### config.mk
export PLATFORM = sky130hd
export DESIGN_NAME = data_set_interface
export DESIGN_NICKNAME = d
export VERILOG_FILES = /design/src/inc/dsi_pkg.sv /design/src/design/data_set_interface.sv
export SDC_FILE = /design/constraint.sdc
export NUM_CORES = 1
export LEC_CHECK = 0
export BUFFER_PORTS_ARGS = -buffer_cell sky130_fd_sc_hd__buf_2
export CAP_MARGIN = 20
export CORE_ASPECT_RATIO = 0.8
export CORE_MARGIN = 1
export CORE_UTILIZATION = 30
export DETAILED_ROUTE_END_ITERATION = 10
export SETUP_SLACK_MARGIN = 0.2
export SLEW_MARGIN = 20
export SYNTH_ARGS = -nofsm -noshare
export SYNTH_HDL_FRONTEND = slang
export SYNTH_SLANG_ARGS = --single-unit
export TNS_END_PERCENT = 1
### constraint.sdc
create_clock -name pclk -period 9.66 [get_ports pclk]
set_clock_uncertainty 0.1 [all_clocks]
set_input_delay 0.483 -clock pclk [delete_from_list [all_inputs] [get_ports pclk]]
set_output_delay 0.483 -clock pclk [all_outputs]
set_load 0.05 [all_outputs]
### src/inc/dsi_pkg.sv
package dsi_pkg;

  // ------------------------------------------------------------
  // register map
  // ------------------------------------------------------------
  localparam logic [11:0] CTRL_OFFSET   = 12'h000;
  localparam logic [11:0] STATUS_OFFSET = 12'h004;

  localparam int CTRL_STOP_BIT  = 0;
  localparam int CTRL_WORD_BIT  = 1;
  localparam int CTRL_RATE_LSB  = 2;
  localparam int CTRL_RATE_MSB  = 4;
  localparam int CTRL_MODE_BIT  = 5;
  localparam logic [5:0] CTRL_RESET = 6'h00;

  // ------------------------------------------------------------
  // rate generation
  // ------------------------------------------------------------
  // accumulator steps per 4.096 MHz edge, at twice the 16x rate,
  // modulus is the input rate in units of 100 Hz
  localparam logic [16:0] RATE_MODULUS = 17'h0a000;
  localparam logic [7:1][15:0] RATE_STEP = {
    16'h0060, 16'h0180, 16'h0300, 16'h0600, 16'h0c00, 16'h1800, 16'h3000};

  // ------------------------------------------------------------
  // framing and sizes
  // ------------------------------------------------------------
  localparam logic [7:0] FLAG_WORD     = 8'h7e;
  localparam logic [8:0] BREAK_WORD    = 9'h0fe;
  localparam logic [3:0] LAST_BIT_8    = 4'h7;
  localparam logic [3:0] LAST_BIT_9    = 4'h8;
  localparam logic [3:0] WINDOW_BITS   = 4'h8;
  localparam logic [3:0] MID_SAMPLE    = 4'h7;
  localparam logic [3:0] LAST_SAMPLE   = 4'hf;
  localparam logic [7:0] BREAK_TICKS   = 8'hb0;
  localparam logic [2:0] FIFO_DEPTH    = 3'h4;
  localparam logic [2:0] FILL_LIMIT    = 3'h2;
  localparam logic [5:0] SYNC_RESET    = 6'h10;

  // ------------------------------------------------------------
  // state encodings
  // ------------------------------------------------------------
  typedef enum logic [1:0] {
    SER_IDLE  = 2'b00,
    SER_START = 2'b01,
    SER_DATA  = 2'b11,
    SER_STOP  = 2'b10
  } serial_state_type;

endpackage : dsi_pkg
### src/design/data_set_interface.sv
// Notes on behaviour
// - receive status low when unframed, in reset, or on receive fifo overwrite
// - async output sends two stop bits when stop select high, else one
// - word length select high means 9 data bits, low means 8, everywhere
// - internal rates divide a 4.096 MHz baud clock down to the 16x clock
// - the internal 16x clock appears on its own output pin
// - rate code 000 uses the baud clock input directly as 16x clock
// - codes 001..111 give 38.4k, 19.2k, 9600, 4800, 2400, 1200, 300 bps
// - sync output driven only while output enable high, else released
// - clock mode low shifts output on falling data clock while enabled
// - clock mode high shifts output on rising data clock while enabled
// - clock mode high sends at most eight bits per enable window
// - reset clears fifos, idles async input high, forces both status low
// - after reset no received sync word is stored until one flag word is received
// - sync input sampled on falling data clock only while input enabled
// - clock mode low captures on falling edge of clock AND input enable
// - clock mode low advances on falling edge of clock AND output enable
// - the flag word is 01111110, sent when idle outside a break and used for framing
// - transmit fill flag low when transmit fifo holds two or more words
// - async input low for eleven bit times or more is a break
// - received words wait in a four word receive fifo
`timescale 1ns/1ns
`default_nettype none

module data_set_interface (
  input  wire logic        pclk,
  input  wire logic        presetn,
  input  wire logic        psel,
  input  wire logic        penable,
  input  wire logic        pwrite,
  input  wire logic [11:0] paddr,
  input  wire logic [31:0] pwdata,
  output logic      [31:0] prdata,
  output logic             pready,
  output logic             pslverr,
  input  wire logic        baud_clock_in,
  output logic             sixteen_x_clock_out,
  input  wire logic        async_serial_in,
  output logic             async_serial_out,
  input  wire logic        sync_bit_clock,
  input  wire logic        sync_output_enable,
  input  wire logic        sync_input_enable,
  input  wire logic        sync_serial_in,
  output logic             sync_serial_out,
  output logic             sync_serial_oe_n,
  output logic             transmit_fill_flag,
  output logic             receive_sync_status
);

  // ------------------------------------------------------------
  // state
  // ------------------------------------------------------------
  typedef struct packed {
    logic [5:0]                s1;
    logic [5:0]                s2;
    logic [3:0]                prev;
    logic [15:0]               acc;
    logic                      clk16;
    logic [5:0]                ctrl;
    logic                      pready;
    logic                      pslverr;
    logic [31:0]               prdata;
    dsi_pkg::serial_state_type arx_state;
    logic [3:0]                arx_sub;
    logic [3:0]                arx_bit;
    logic [8:0]                arx_sh;
    logic [7:0]                brk_cnt;
    logic                      brk;
    logic [3:0][8:0]           tf_mem;
    logic [1:0]                tf_wr;
    logic [1:0]                tf_rd;
    logic [2:0]                tf_cnt;
    logic [8:0]                stx_sh;
    logic [3:0]                stx_left;
    logic [3:0]                stx_win;
    logic                      stx_bit;
    logic                      stx_oe_n;
    logic [7:0]                srx_win;
    logic [8:0]                srx_word;
    logic [3:0]                srx_cnt;
    logic                      framed;
    logic                      overrun;
    logic [3:0][8:0]           rf_mem;
    logic [1:0]                rf_wr;
    logic [1:0]                rf_rd;
    logic [2:0]                rf_cnt;
    dsi_pkg::serial_state_type atx_state;
    logic [3:0]                atx_sub;
    logic [3:0]                atx_bit;
    logic [8:0]                atx_sh;
    logic                      atx_out;
    logic                      tx_fill;
    logic                      rx_stat;
  } state_type;

  state_type   r;
  state_type   next_r;
  logic        bc_edge;
  logic        tick;
  logic [2:0]  rate;
  logic        len9;
  logic [3:0]  last_bit;
  logic        mode;
  logic        sample_ev;
  logic        shift_ev;
  logic        tf_push;
  logic        tf_pop;
  logic        rf_push;
  logic        rf_pop;
  logic        rf_full;
  logic [8:0]  push_word;
  logic [8:0]  load_word;
  logic [7:0]  win_next;

  // ------------------------------------------------------------
  // next state
  // ------------------------------------------------------------
  always_comb begin
    logic        half;
    logic [16:0] sum;
    logic        dc_ie;
    logic        dc_ie_prev;
    logic        dc_oe;
    logic        dc_oe_prev;
    logic        access;
    logic        mapped;
    logic [31:0] rdval;
    half       = 1'b0;
    sum        = 17'h00000;
    dc_ie      = 1'b0;
    dc_ie_prev = 1'b0;
    dc_oe      = 1'b0;
    dc_oe_prev = 1'b0;
    access     = 1'b0;
    mapped     = 1'b0;
    rdval      = 32'h00000000;
    next_r     = r;
    tf_push    = 1'b0;
    tf_pop     = 1'b0;
    rf_push    = 1'b0;
    rf_pop     = 1'b0;
    push_word  = 9'h000;
    load_word  = 9'h000;
    win_next   = r.srx_win;
    // async input resets high via its synchroniser, so reset idles it
    next_r.s1   = {sync_serial_in, async_serial_in, sync_input_enable,
                   sync_output_enable, sync_bit_clock, baud_clock_in};
    next_r.s2   = r.s1;
    next_r.prev = r.s2[3:0];
    rate     = r.ctrl[dsi_pkg::CTRL_RATE_MSB:dsi_pkg::CTRL_RATE_LSB];
    len9     = r.ctrl[dsi_pkg::CTRL_WORD_BIT];
    last_bit = len9 ? dsi_pkg::LAST_BIT_9 : dsi_pkg::LAST_BIT_8;
    mode     = r.ctrl[dsi_pkg::CTRL_MODE_BIT];

    // ----------------------------------------------------------
    // rate generator
    // ----------------------------------------------------------
    bc_edge = r.s2[0] ^ r.prev[0];
    if (rate == 3'h0) begin
      half = bc_edge;
    end else if (r.s2[0] && !r.prev[0]) begin
      // fractional step keeps every standard rate exact
      sum = {1'b0, r.acc} + {1'b0, dsi_pkg::RATE_STEP[rate]};
      if (sum >= dsi_pkg::RATE_MODULUS) begin
        half       = 1'b1;
        next_r.acc = 16'(sum - dsi_pkg::RATE_MODULUS);
      end else begin
        next_r.acc = sum[15:0];
      end
    end
    if (half) begin
      next_r.clk16 = !r.clk16;
    end
    tick = half && !r.clk16;

    // ----------------------------------------------------------
    // apb slave, one wait state
    // ----------------------------------------------------------
    access = psel && penable && !r.pready;
    mapped = (paddr == dsi_pkg::CTRL_OFFSET) || (paddr == dsi_pkg::STATUS_OFFSET);
    rdval  = 32'h00000000;
    if (paddr == dsi_pkg::CTRL_OFFSET) begin
      rdval = {26'h0000000, r.ctrl};
    end else if (paddr == dsi_pkg::STATUS_OFFSET) begin
      rdval = {23'h000000, r.rf_cnt, r.tf_cnt, r.brk, r.rx_stat, r.tx_fill};
    end
    next_r.pready  = access;
    next_r.pslverr = access && !mapped;
    next_r.prdata  = (access && !pwrite) ? rdval : 32'h00000000;
    if (psel && penable && r.pready && pwrite && paddr == dsi_pkg::CTRL_OFFSET) begin
      next_r.ctrl = pwdata[5:0];
    end

    // ----------------------------------------------------------
    // async input parser and break detect
    // ----------------------------------------------------------
    if (tick) begin
      if (r.s2[4]) begin
        next_r.brk_cnt = 8'h00;
        next_r.brk     = 1'b0;
      end else if (r.brk_cnt != dsi_pkg::BREAK_TICKS) begin
        next_r.brk_cnt = r.brk_cnt + 8'h01;
        next_r.brk     = (r.brk_cnt + 8'h01) == dsi_pkg::BREAK_TICKS;
      end
      next_r.arx_sub = r.arx_sub + 4'h1;
      case (r.arx_state)
        dsi_pkg::SER_IDLE: begin
          next_r.arx_sub = 4'h0;
          if (!r.s2[4]) begin
            next_r.arx_state = dsi_pkg::SER_START;
          end
        end
        dsi_pkg::SER_START: begin
          if (r.arx_sub == dsi_pkg::MID_SAMPLE) begin
            next_r.arx_sub   = 4'h0;
            next_r.arx_bit   = 4'h0;
            // a start bit gone by mid-bit is a glitch, not a word
            next_r.arx_state = r.s2[4] ? dsi_pkg::SER_IDLE : dsi_pkg::SER_DATA;
          end
        end
        dsi_pkg::SER_DATA: begin
          if (r.arx_sub == dsi_pkg::LAST_SAMPLE) begin
            next_r.arx_sh  = {r.s2[4], r.arx_sh[8:1]};
            next_r.arx_bit = r.arx_bit + 4'h1;
            if (r.arx_bit == last_bit) begin
              next_r.arx_state = dsi_pkg::SER_STOP;
            end
          end
        end
        dsi_pkg::SER_STOP: begin
          if (r.arx_sub == dsi_pkg::LAST_SAMPLE) begin
            next_r.arx_state = dsi_pkg::SER_IDLE;
            tf_push          = r.s2[4];
            push_word        = len9 ? r.arx_sh : {1'b0, r.arx_sh[8:1]};
          end
        end
        default: begin
          next_r.arx_state = dsi_pkg::SER_IDLE;
        end
      endcase
    end

    // ----------------------------------------------------------
    // sync transmitter
    // ----------------------------------------------------------
    dc_oe      = r.s2[1] && r.s2[2];
    dc_oe_prev = r.prev[1] && r.prev[2];
    if (!r.s2[2]) begin
      next_r.stx_win = 4'h0;
    end
    if (mode) begin
      shift_ev = dc_oe && !dc_oe_prev && r.stx_win != dsi_pkg::WINDOW_BITS;
    end else begin
      shift_ev = !dc_oe && dc_oe_prev;
    end
    next_r.stx_oe_n = !r.s2[2];
    if (shift_ev) begin
      next_r.stx_win = r.stx_win + 4'h1;
      if (r.stx_left == 4'h0) begin
        if (r.tf_cnt != 3'h0) begin
          tf_pop          = 1'b1;
          load_word       = r.tf_mem[r.tf_rd];
          next_r.stx_left = last_bit;
        end else begin
          // idle line carries flags, or the break code while one lasts
          load_word       = r.brk ? dsi_pkg::BREAK_WORD : {1'b0, dsi_pkg::FLAG_WORD};
          next_r.stx_left = dsi_pkg::LAST_BIT_8;
        end
        next_r.stx_bit = load_word[0];
        next_r.stx_sh  = {1'b0, load_word[8:1]};
      end else begin
        next_r.stx_bit  = r.stx_sh[0];
        next_r.stx_sh   = {1'b0, r.stx_sh[8:1]};
        next_r.stx_left = r.stx_left - 4'h1;
      end
    end

    // ----------------------------------------------------------
    // transmit fifo
    // ----------------------------------------------------------
    if (tf_push && (r.tf_cnt != dsi_pkg::FIFO_DEPTH || tf_pop)) begin
      next_r.tf_mem[r.tf_wr] = push_word;
      next_r.tf_wr           = r.tf_wr + 2'h1;
    end else begin
      tf_push = 1'b0; // full: the word is dropped
    end
    if (tf_pop) begin
      next_r.tf_rd = r.tf_rd + 2'h1;
    end
    next_r.tf_cnt  = r.tf_cnt + {2'h0, tf_push} - {2'h0, tf_pop};
    next_r.tx_fill = next_r.tf_cnt < dsi_pkg::FILL_LIMIT;

    // ----------------------------------------------------------
    // sync receiver; data that mimics a flag realigns framing
    // ----------------------------------------------------------
    dc_ie      = r.s2[1] && r.s2[3];
    dc_ie_prev = r.prev[1] && r.prev[3];
    sample_ev  = dc_ie_prev && !dc_ie;
    if (sample_ev) begin
      win_next       = {r.s2[5], r.srx_win[7:1]};
      next_r.srx_win = win_next;
      next_r.overrun = 1'b0;
      if (win_next == dsi_pkg::FLAG_WORD) begin
        next_r.framed  = 1'b1;
        next_r.srx_cnt = 4'h0;
      end else if (r.framed) begin
        next_r.srx_word = {r.s2[5], r.srx_word[8:1]};
        next_r.srx_cnt  = r.srx_cnt + 4'h1;
        if (r.srx_cnt == last_bit) begin
          next_r.srx_cnt = 4'h0;
          rf_push        = 1'b1;
        end
      end
    end

    // ----------------------------------------------------------
    // async output formatter
    // ----------------------------------------------------------
    if (tick) begin
      next_r.atx_sub = r.atx_sub + 4'h1;
      case (r.atx_state)
        dsi_pkg::SER_IDLE: begin
          next_r.atx_sub = 4'h0;
          if (r.rf_cnt != 3'h0) begin
            rf_pop           = 1'b1;
            next_r.atx_sh    = r.rf_mem[r.rf_rd];
            next_r.atx_out   = 1'b0;
            next_r.atx_state = dsi_pkg::SER_START;
          end
        end
        dsi_pkg::SER_START: begin
          if (r.atx_sub == dsi_pkg::LAST_SAMPLE) begin
            next_r.atx_out   = r.atx_sh[0];
            next_r.atx_sh    = {1'b0, r.atx_sh[8:1]};
            next_r.atx_bit   = 4'h0;
            next_r.atx_state = dsi_pkg::SER_DATA;
          end
        end
        dsi_pkg::SER_DATA: begin
          if (r.atx_sub == dsi_pkg::LAST_SAMPLE) begin
            next_r.atx_bit = r.atx_bit + 4'h1;
            next_r.atx_out = r.atx_sh[0];
            next_r.atx_sh  = {1'b0, r.atx_sh[8:1]};
            if (r.atx_bit == last_bit) begin
              next_r.atx_out   = 1'b1;
              next_r.atx_bit   = 4'h0;
              next_r.atx_state = dsi_pkg::SER_STOP;
            end
          end
        end
        dsi_pkg::SER_STOP: begin
          if (r.atx_sub == dsi_pkg::LAST_SAMPLE) begin
            next_r.atx_bit = r.atx_bit + 4'h1;
            if (r.atx_bit == {3'h0, r.ctrl[dsi_pkg::CTRL_STOP_BIT]}) begin
              next_r.atx_state = dsi_pkg::SER_IDLE;
            end
          end
        end
        default: begin
          next_r.atx_state = dsi_pkg::SER_IDLE;
        end
      endcase
    end

    // ----------------------------------------------------------
    // receive fifo; when full the newest word is overwritten
    // ----------------------------------------------------------
    push_word = len9 ? next_r.srx_word : {1'b0, next_r.srx_word[8:1]};
    rf_full   = r.rf_cnt == dsi_pkg::FIFO_DEPTH && !rf_pop;
    if (rf_pop) begin
      next_r.rf_rd = r.rf_rd + 2'h1;
    end
    if (rf_push && rf_full) begin
      next_r.rf_mem[r.rf_wr - 2'h1] = push_word;
      next_r.overrun                = 1'b1;
    end else if (rf_push) begin
      next_r.rf_mem[r.rf_wr] = push_word;
      next_r.rf_wr           = r.rf_wr + 2'h1;
    end
    next_r.rf_cnt  = r.rf_cnt + {2'h0, rf_push && !rf_full} - {2'h0, rf_pop};
    next_r.rx_stat = next_r.framed && !next_r.overrun;
  end

  // ------------------------------------------------------------
  // registers
  // ------------------------------------------------------------
  always_ff @(posedge pclk or negedge presetn) begin
    if (!presetn) begin
      r          <= '0;
      r.s1       <= dsi_pkg::SYNC_RESET;
      r.s2       <= dsi_pkg::SYNC_RESET;
      r.ctrl     <= dsi_pkg::CTRL_RESET;
      r.stx_oe_n <= 1'b1;
      r.atx_out  <= 1'b1;
    end else begin
      r <= next_r;
    end
  end

  assign prdata              = r.prdata;
  assign pready              = r.pready;
  assign pslverr             = r.pslverr;
  assign sixteen_x_clock_out = r.clk16;
  assign async_serial_out    = r.atx_out;
  assign sync_serial_out     = r.stx_bit;
  assign sync_serial_oe_n    = r.stx_oe_n;
  assign transmit_fill_flag  = r.tx_fill;
  assign receive_sync_status = r.rx_stat;
endmodule : data_set_interface

`default_nettype wire

; Word level (Yosys, flattened, before mapping)
; Memories as Yosys holds them, arrays and structs flattened.
; Index checks and enable logic that the tools add are counted.
; Widths: inputs -> output; s select.
[classes]
addsub = 19
magnitude_cmp = 11
n_eq_ne = 32
n_mux = 86
bitwise_logic = 3
n_reduce_logical = 62
[ops]
columns = cell, count
row1 = $mux 9, 16
row2 = $bwmux 36, 3
row3 = $demux 9 s2, 3
row4 = $mux 38, 1
row5 = $bmux 9 s2, 2
row6 = $mux 36, 1
row7 = $mux 16, 2
row8 = $mux 32, 1
row9 = $mux 4, 8
row10 = $pmux 10 s3, 1
row11 = $mux 14, 2
row12 = $mux 13, 2
row13 = $logic_and 1x1->1, 25
row14 = $add 4x1->4 const B, 6
row15 = $mux 1, 22
row16 = $mux 2, 11
row17 = $ne 2x2->1 const B, 11
row18 = $mux 10, 2
row19 = $add 16x16->17, 1
row20 = $ge 17x16->1 const B, 1
row21 = $pmux 2 s4, 2
row22 = $pmux 4 s2, 2
row23 = $sub 16x16->16 const B, 1
row24 = $lt 2x3->1 const B, 5
row25 = other kinds (44), 82
[totals]
reg_bits = 250
rom_bits = 128
inputBits = 55
out_inout_bits = 40
elab_cells = 260
n_memories = 1
[mem_list]
columns = memory, words, word_bits, read_ports, rd_clocked_by_memory_dff, wr, line_no
row1 = (name not given), 8, 16, 1, 0, 0, data_set_interface.sv:163  ; sum = {1'b0, r.acc} + {1'b0, dsi_pkg::RATE_STEP[rate]};

; Logic depth before layout (Yosys ltp)
[depth]
ltp_word = 15
depth_mapped = 24
ltp_nobuf = 23

; Least setup slack after synthesis
; Ideal clock, no wire load.
[synth_path]
kind = register to register
startpoint = register r[216] (netlist name)
endpoint = register r[24] (netlist name)
setup_ps = 127
t_arrival_ps = 4452
required_ps = 9433
path_slack_ps = 4981
stages_incl_launch_ff = 25
path_buffers = 3
period_less_slack_ps = 4679
cell_sequence = dfrtp_1 clkbuf_1 nand2_1 inv_1 ha_1 inv_1 fa_1 nand2b_1 a211oi_2 o41a_1 xor2_1 inv_1 ha_1 and3_1 a21oi_4 buf_6 buf_2 o311a_1 ha_1 inv_1 ha_1 inv_1 fa_1 xnor2_1 xnor2_1
[synth_rtl]
columns = element, line_no
row1 = start: declaration, data_set_interface.sv:96  ; state_type r;
row2 = start signal: assignment, data_set_interface.sv:396  ; r <= next_r;

==> impl_results.md <==
* Outcome: finished with violations
* Failing checks: DRC
* Row Count at 63
* Setup-violating endpoint count in the final report at 0
* Placer's final routability congestion estimate at 0.775
* Total number of H-tree levels at 1
* Mapped cell area at about 11,000 um^2
* Number of gates on the worst path with buffers counted at 24
* Horizontal die dimension at 220 um
* Number of synthesized flops with an enable pin at 0
* Standby leakage power at 6.06 nW
* Largest net degree at the start of global routing at 107
* Worst skew pair latency at between 0.5 and 0.6 ns
* Worst Hold Launch: pwdata[3]
* Yosys warning count at 0
* Wire length reported by the detailed router at 22,400 um
* Worst setup path start: r[215]
* # nets final at 1,141
* Input/output buffers at 45
* Total of max-cap violations at 0
* Slowest stage delay, CP at between 0.4 and 0.5 ns
* Total clock sinks at 221
* Critical Path Sink Type: flop
* End of the worst register-to-register path: transmit_fill_flag
* Sequential fraction of the synthesis area at between 40% and 50%
* Buffer count from post-CTS setup fixing at 0
* Total clock buffers created by CTS at 23
* Internal power at between 1.5 and 2 mW
* Clock Tree Buf Depth at 3
* Number of failing hold endpoints at the final stage at 0
* Detailed Route Iter0 Violations at 538
* Critical path capture point: transmit_fill_flag
* Register-to-register setup slack at 4.45 ns
* # placed instances at 1,496
* Placeable core area at 37,400 um^2
* Total power divided by cell area at 169 nW/um^2
* Final cell count without fillers at 1,541
* Arrival time reported for the critical path endpoint at approximately 5.5 ns
* Total power draw at 2.16 mW
* Switching component of the power at 567 uW
* CP max stage cell: sky130_fd_sc_hd__dfrtp_1
* Clock-pin slew reported for the worst setup and hold paths after clock tree synthesis at roughly 0.060 ns
* Unrepaired setup endpoints after global routing: no
* Final count of pins violating max slew at 0
* Data required time of the critical path at 9.97 ns
* Wire length per cell after detailed routing at about 15 um
* Final critical delay including setup and external delays at ~5.2 ns
* Count of TritonRoute iterations in the first routing pass at 8
* Drt via density at 4.73
* Family of cells with the greatest summed delay on the critical path: adder cells
* Critical Path Source Type: flop
* Synthesis-to-layout area growth at 11.9%
* Total overflow reported by the global router at 0
* Post-Place Worst Slack at 4.44 ns
* Buffer type at the clock tree root: sky130_fd_sc_hd__clkbuf_16
* Distinct cells, synth at ~70
* DRT antenna net count at 0
* Clock tree from TritonCTS: done
* Switching share of total power at about a quarter
* Sequential share of power at 47.0%
* Number of DRC violations after detailed routing at 11
* Count of vias placed by the detailed router at 7,284
* Post-route clock period utilization at a little over half
* Largest fanout on the critical path at 31
* Count of state elements after synthesis at 221
* Proportion of power drawn by combinational gates at between 10% and 20%
* VDD IR-drop max at 0.106 mV
* Depth of the most critical reg-to-reg path at 24
* Part of the power in the clock network at 41.1%
* Die ar. at 39,000 um^2
* CP Class: reg2reg
* Number of I/O pins at 95
* Initial antenna violation count at 0
* Origin of the critical flop-to-flop path: r[215]
* GR Util All Layers at 11.8%
* Cell chain of the critical path: ha_1, nand2_1, inv_1, ha_1, inv_1, fa_1, nand2b_1, a211oi_2, o41a_1, xor2_1, inv_1, ha_1, and3_1, a21oi_4, buf_4, nand4_1, ha_1, inv_1, ha_1, inv_1, fa_1, xnor2_1, xnor2_1, nor2_1
* Class of the worst hold path: in2reg
* Overall die height at 177 um
* Primary flip-flop cell chosen by synthesis mapping: sky130_fd_sc_hd__dfrtp_1
* Proportion of layout cells with a drive suffix above 1 at 18.8%
* Total half-perimeter wirelength after legalization and detailed placement at around 15,000 um
* Cell count after synthesis at 1,007
* Number of antenna cells inserted at 0
* Setup ws final at 4.45 ns
* Count of buffering cells on the critical path with inverters included at 6
* Final TNS setup at 0 ns
* Relative slew margins at 31.0%
* Wire length of the first global-routing pass at 37,000 um
* Actual slew at the worst max-slew pin at 1.03 ns
* Fmax achieved at around 190 MHz
* Fraction of synthesis flops using an asynchronous set or reset pin at 100%
* Initial Utilization at a little under a third
* Synthesized area divided by synthesized cell count at between 10 and 15 um^2
* Number of global-route vias before repair at a little over 7,000
through the flow:
step	hold slack (ns)	util (%)	cell area, um^2
final	0.0854	34.3	12800
after global routing	0.0808	34.3	12800
after CTS	0.0601	34.3	12800
after detailed placement	0.236	32.1	12000
after global placement	0.237	32.1	12000
after floorplan	0.0874	-	11500
worst reg2reg max path, cell delays in order, from the launching register on:
cell,delay (ns)
sky130_fd_sc_hd__dfrtp_1,0.47
sky130_fd_sc_hd__ha_1,0.21
sky130_fd_sc_hd__nand2_1,0.10
sky130_fd_sc_hd__inv_1,0.11
sky130_fd_sc_hd__ha_1,0.17
sky130_fd_sc_hd__inv_1,0.05
sky130_fd_sc_hd__fa_1,0.40
sky130_fd_sc_hd__nand2b_1,0.19
sky130_fd_sc_hd__a211oi_2,0.26
sky130_fd_sc_hd__o41a_1,0.23
sky130_fd_sc_hd__xor2_1,0.20
sky130_fd_sc_hd__inv_1,0.09
sky130_fd_sc_hd__ha_1,0.26
sky130_fd_sc_hd__and3_1,0.19
sky130_fd_sc_hd__a21oi_4,0.11
sky130_fd_sc_hd__buf_4,0.34
sky130_fd_sc_hd__nand4_1,0.29
sky130_fd_sc_hd__ha_1,0.34
sky130_fd_sc_hd__inv_1,0.05
sky130_fd_sc_hd__ha_1,0.12
sky130_fd_sc_hd__inv_1,0.05
sky130_fd_sc_hd__fa_1,0.38
sky130_fd_sc_hd__xnor2_1,0.19
sky130_fd_sc_hd__xnor2_1,0.15
sky130_fd_sc_hd__nor2_1,0.05
registers in the layout, indices dropped and copies added, names as in the netlist:
signal               cells
next_r                  10
len9                     1
pslverr                  1
sync_serial_out          1
receive_sync_status      1
sync_serial_oe_n         1
mode                     1
transmit_fill_flag       1
prdata                   9
pready                   1
async_serial_out         1
r                      192
sixteen_x_clock_out      1
cells in the final DEF (no fill, tap or decap), types with 11 or more instances in the layout:
master / synthesis / layout
sky130_fd_sc_hd__mux2i_1: 41 / 41
sky130_fd_sc_hd__inv_1: 56 / 56
sky130_fd_sc_hd__mux4_2: 18 / 18
sky130_fd_sc_hd__ha_1: 42 / 42
sky130_fd_sc_hd__clkbuf_16: 0 / 23
sky130_fd_sc_hd__nand2_1: 95 / 95
sky130_fd_sc_hd__nand2b_1: 15 / 15
sky130_fd_sc_hd__nand3_1: 25 / 25
sky130_fd_sc_hd__dfrtp_1: 217 / 217
sky130_fd_sc_hd__nor2_1: 49 / 48
sky130_fd_sc_hd__a21oi_1: 20 / 20
sky130_fd_sc_hd__conb_1: 1 / 23
sky130_fd_sc_hd__xnor2_1: 17 / 17
sky130_fd_sc_hd__nor3_1: 14 / 14
sky130_fd_sc_hd__and3_1: 13 / 13
sky130_fd_sc_hd__buf_4: 32 / 11
sky130_fd_sc_hd__o21ai_0: 55 / 54
sky130_fd_sc_hd__and2_1: 11 / 11
sky130_fd_sc_hd__mux2_2: 28 / 28
sky130_fd_sc_hd__o22ai_1: 17 / 17
sky130_fd_sc_hd__mux2_4: 39 / 39
sky130_fd_sc_hd__buf_2: 7 / 44
sky130_fd_sc_hd__mux2_1: 30 / 30
final cells by class:
cell class	instances	area (um^2)
multi-input cells	676	5330
well taps	487	609
clock inverters	7	95.1
clock buffers	31	646
flip-flops and latches	221	5540
fillers	3727	24600
repair buffers	63	388
inverters	56	210
how the worst min path moves through the flow:
stage / end / slack, ns / cells after the start
5_1_grt: r[212] / 0.08 / 2
2_1_floorplan: len9 / 0.09 / 0
3_3_place_gp: next_r[238] / 0.24 / 0
3_5_place_dp: next_r[238] / 0.24 / 0
4_1_cts: r[215] / 0.06 / 3
6_report: r[215] / 0.09 / 3
logic make-up after synthesis:
family	Yosys count	share of synthesized area (%)
xor gates and xnor gates	27	2.07
other	1	0.0328
buffers and inverters	132	5.91
muxes	157	18.1
and+or+nand+nor	272	11.7
DFF	221	48.3
adders and majority gates	45	5.11
AOI/OAI and AO/OA	152	8.72
power groups by stage:
stage | logic [mW] | registers (mW) | clock network (mW)
after global routing | 0.290 | 1.02 | 0.954
after CTS | 0.261 | 1.02 | 0.915
after floorplan | 0.193 | 1.04 | 0
after detailed placement | 0.257 | 1.03 | 0
final | 0.258 | 1.02 | 0.888
after global placement | 0.251 | 1.03 | 0
Yosys cell counts, types with 3 or more instances:
| cell type | n | area (um^2) |
|---|---|---|
| sky130_fd_sc_hd__a211o_1 | 4 | 35.0 |
| sky130_fd_sc_hd__a21o_1 | 8 | 60.1 |
| sky130_fd_sc_hd__a21oi_1 | 20 | 100 |
| sky130_fd_sc_hd__a22o_1 | 3 | 26.3 |
| sky130_fd_sc_hd__a31oi_1 | 8 | 50.1 |
| sky130_fd_sc_hd__and2_1 | 11 | 68.8 |
| sky130_fd_sc_hd__and3_1 | 13 | 81.3 |
| sky130_fd_sc_hd__buf_1 | 4 | 15.0 |
| sky130_fd_sc_hd__buf_2 | 7 | 35.0 |
| sky130_fd_sc_hd__buf_4 | 32 | 240 |
| sky130_fd_sc_hd__buf_6 | 7 | 78.8 |
| sky130_fd_sc_hd__clkbuf_1 | 26 | 97.6 |
| sky130_fd_sc_hd__dfrtp_1 | 217 | 5430 |
| sky130_fd_sc_hd__dfstp_2 | 4 | 105 |
| sky130_fd_sc_hd__fa_1 | 3 | 60.1 |
| sky130_fd_sc_hd__ha_1 | 42 | 526 |
| sky130_fd_sc_hd__inv_1 | 56 | 210 |
| sky130_fd_sc_hd__mux2_1 | 30 | 338 |
| sky130_fd_sc_hd__mux2_2 | 28 | 315 |
| sky130_fd_sc_hd__mux2_4 | 39 | 586 |
| sky130_fd_sc_hd__mux2i_1 | 41 | 410 |
| sky130_fd_sc_hd__mux4_2 | 18 | 405 |
| sky130_fd_sc_hd__nand2_1 | 95 | 357 |
| sky130_fd_sc_hd__nand2b_1 | 15 | 93.8 |
| sky130_fd_sc_hd__nand3_1 | 25 | 125 |
| sky130_fd_sc_hd__nand4_1 | 10 | 62.6 |
| sky130_fd_sc_hd__nor2_1 | 49 | 184 |
| sky130_fd_sc_hd__nor2b_1 | 5 | 31.3 |
| sky130_fd_sc_hd__nor3_1 | 14 | 70.1 |
| sky130_fd_sc_hd__nor4_1 | 6 | 37.5 |
| sky130_fd_sc_hd__o211ai_1 | 5 | 37.5 |
| sky130_fd_sc_hd__o21ai_0 | 55 | 275 |
| sky130_fd_sc_hd__o22ai_1 | 17 | 106 |
| sky130_fd_sc_hd__o31ai_1 | 10 | 75.1 |
| sky130_fd_sc_hd__or2_2 | 3 | 18.8 |
| sky130_fd_sc_hd__or3_1 | 7 | 43.8 |
| sky130_fd_sc_hd__or4_1 | 3 | 22.5 |
| sky130_fd_sc_hd__xnor2_1 | 17 | 149 |
| sky130_fd_sc_hd__xor2_1 | 10 | 87.6 |
layer usage:
metal	wire (um)	share of wire, %	global-route usage (%)
met4	368	1.6	2.67
met1	11400	51	17.3
met5	0	0	0
met2	9680	43	17.7
met3	931	4.2	2.29
timing repair:
item	4_1_cts	5_1_grt
resized for setup	0	0
hold buffers	7	0
hold endpoints to repair	108	0
(Power assumes the default switching activity.)
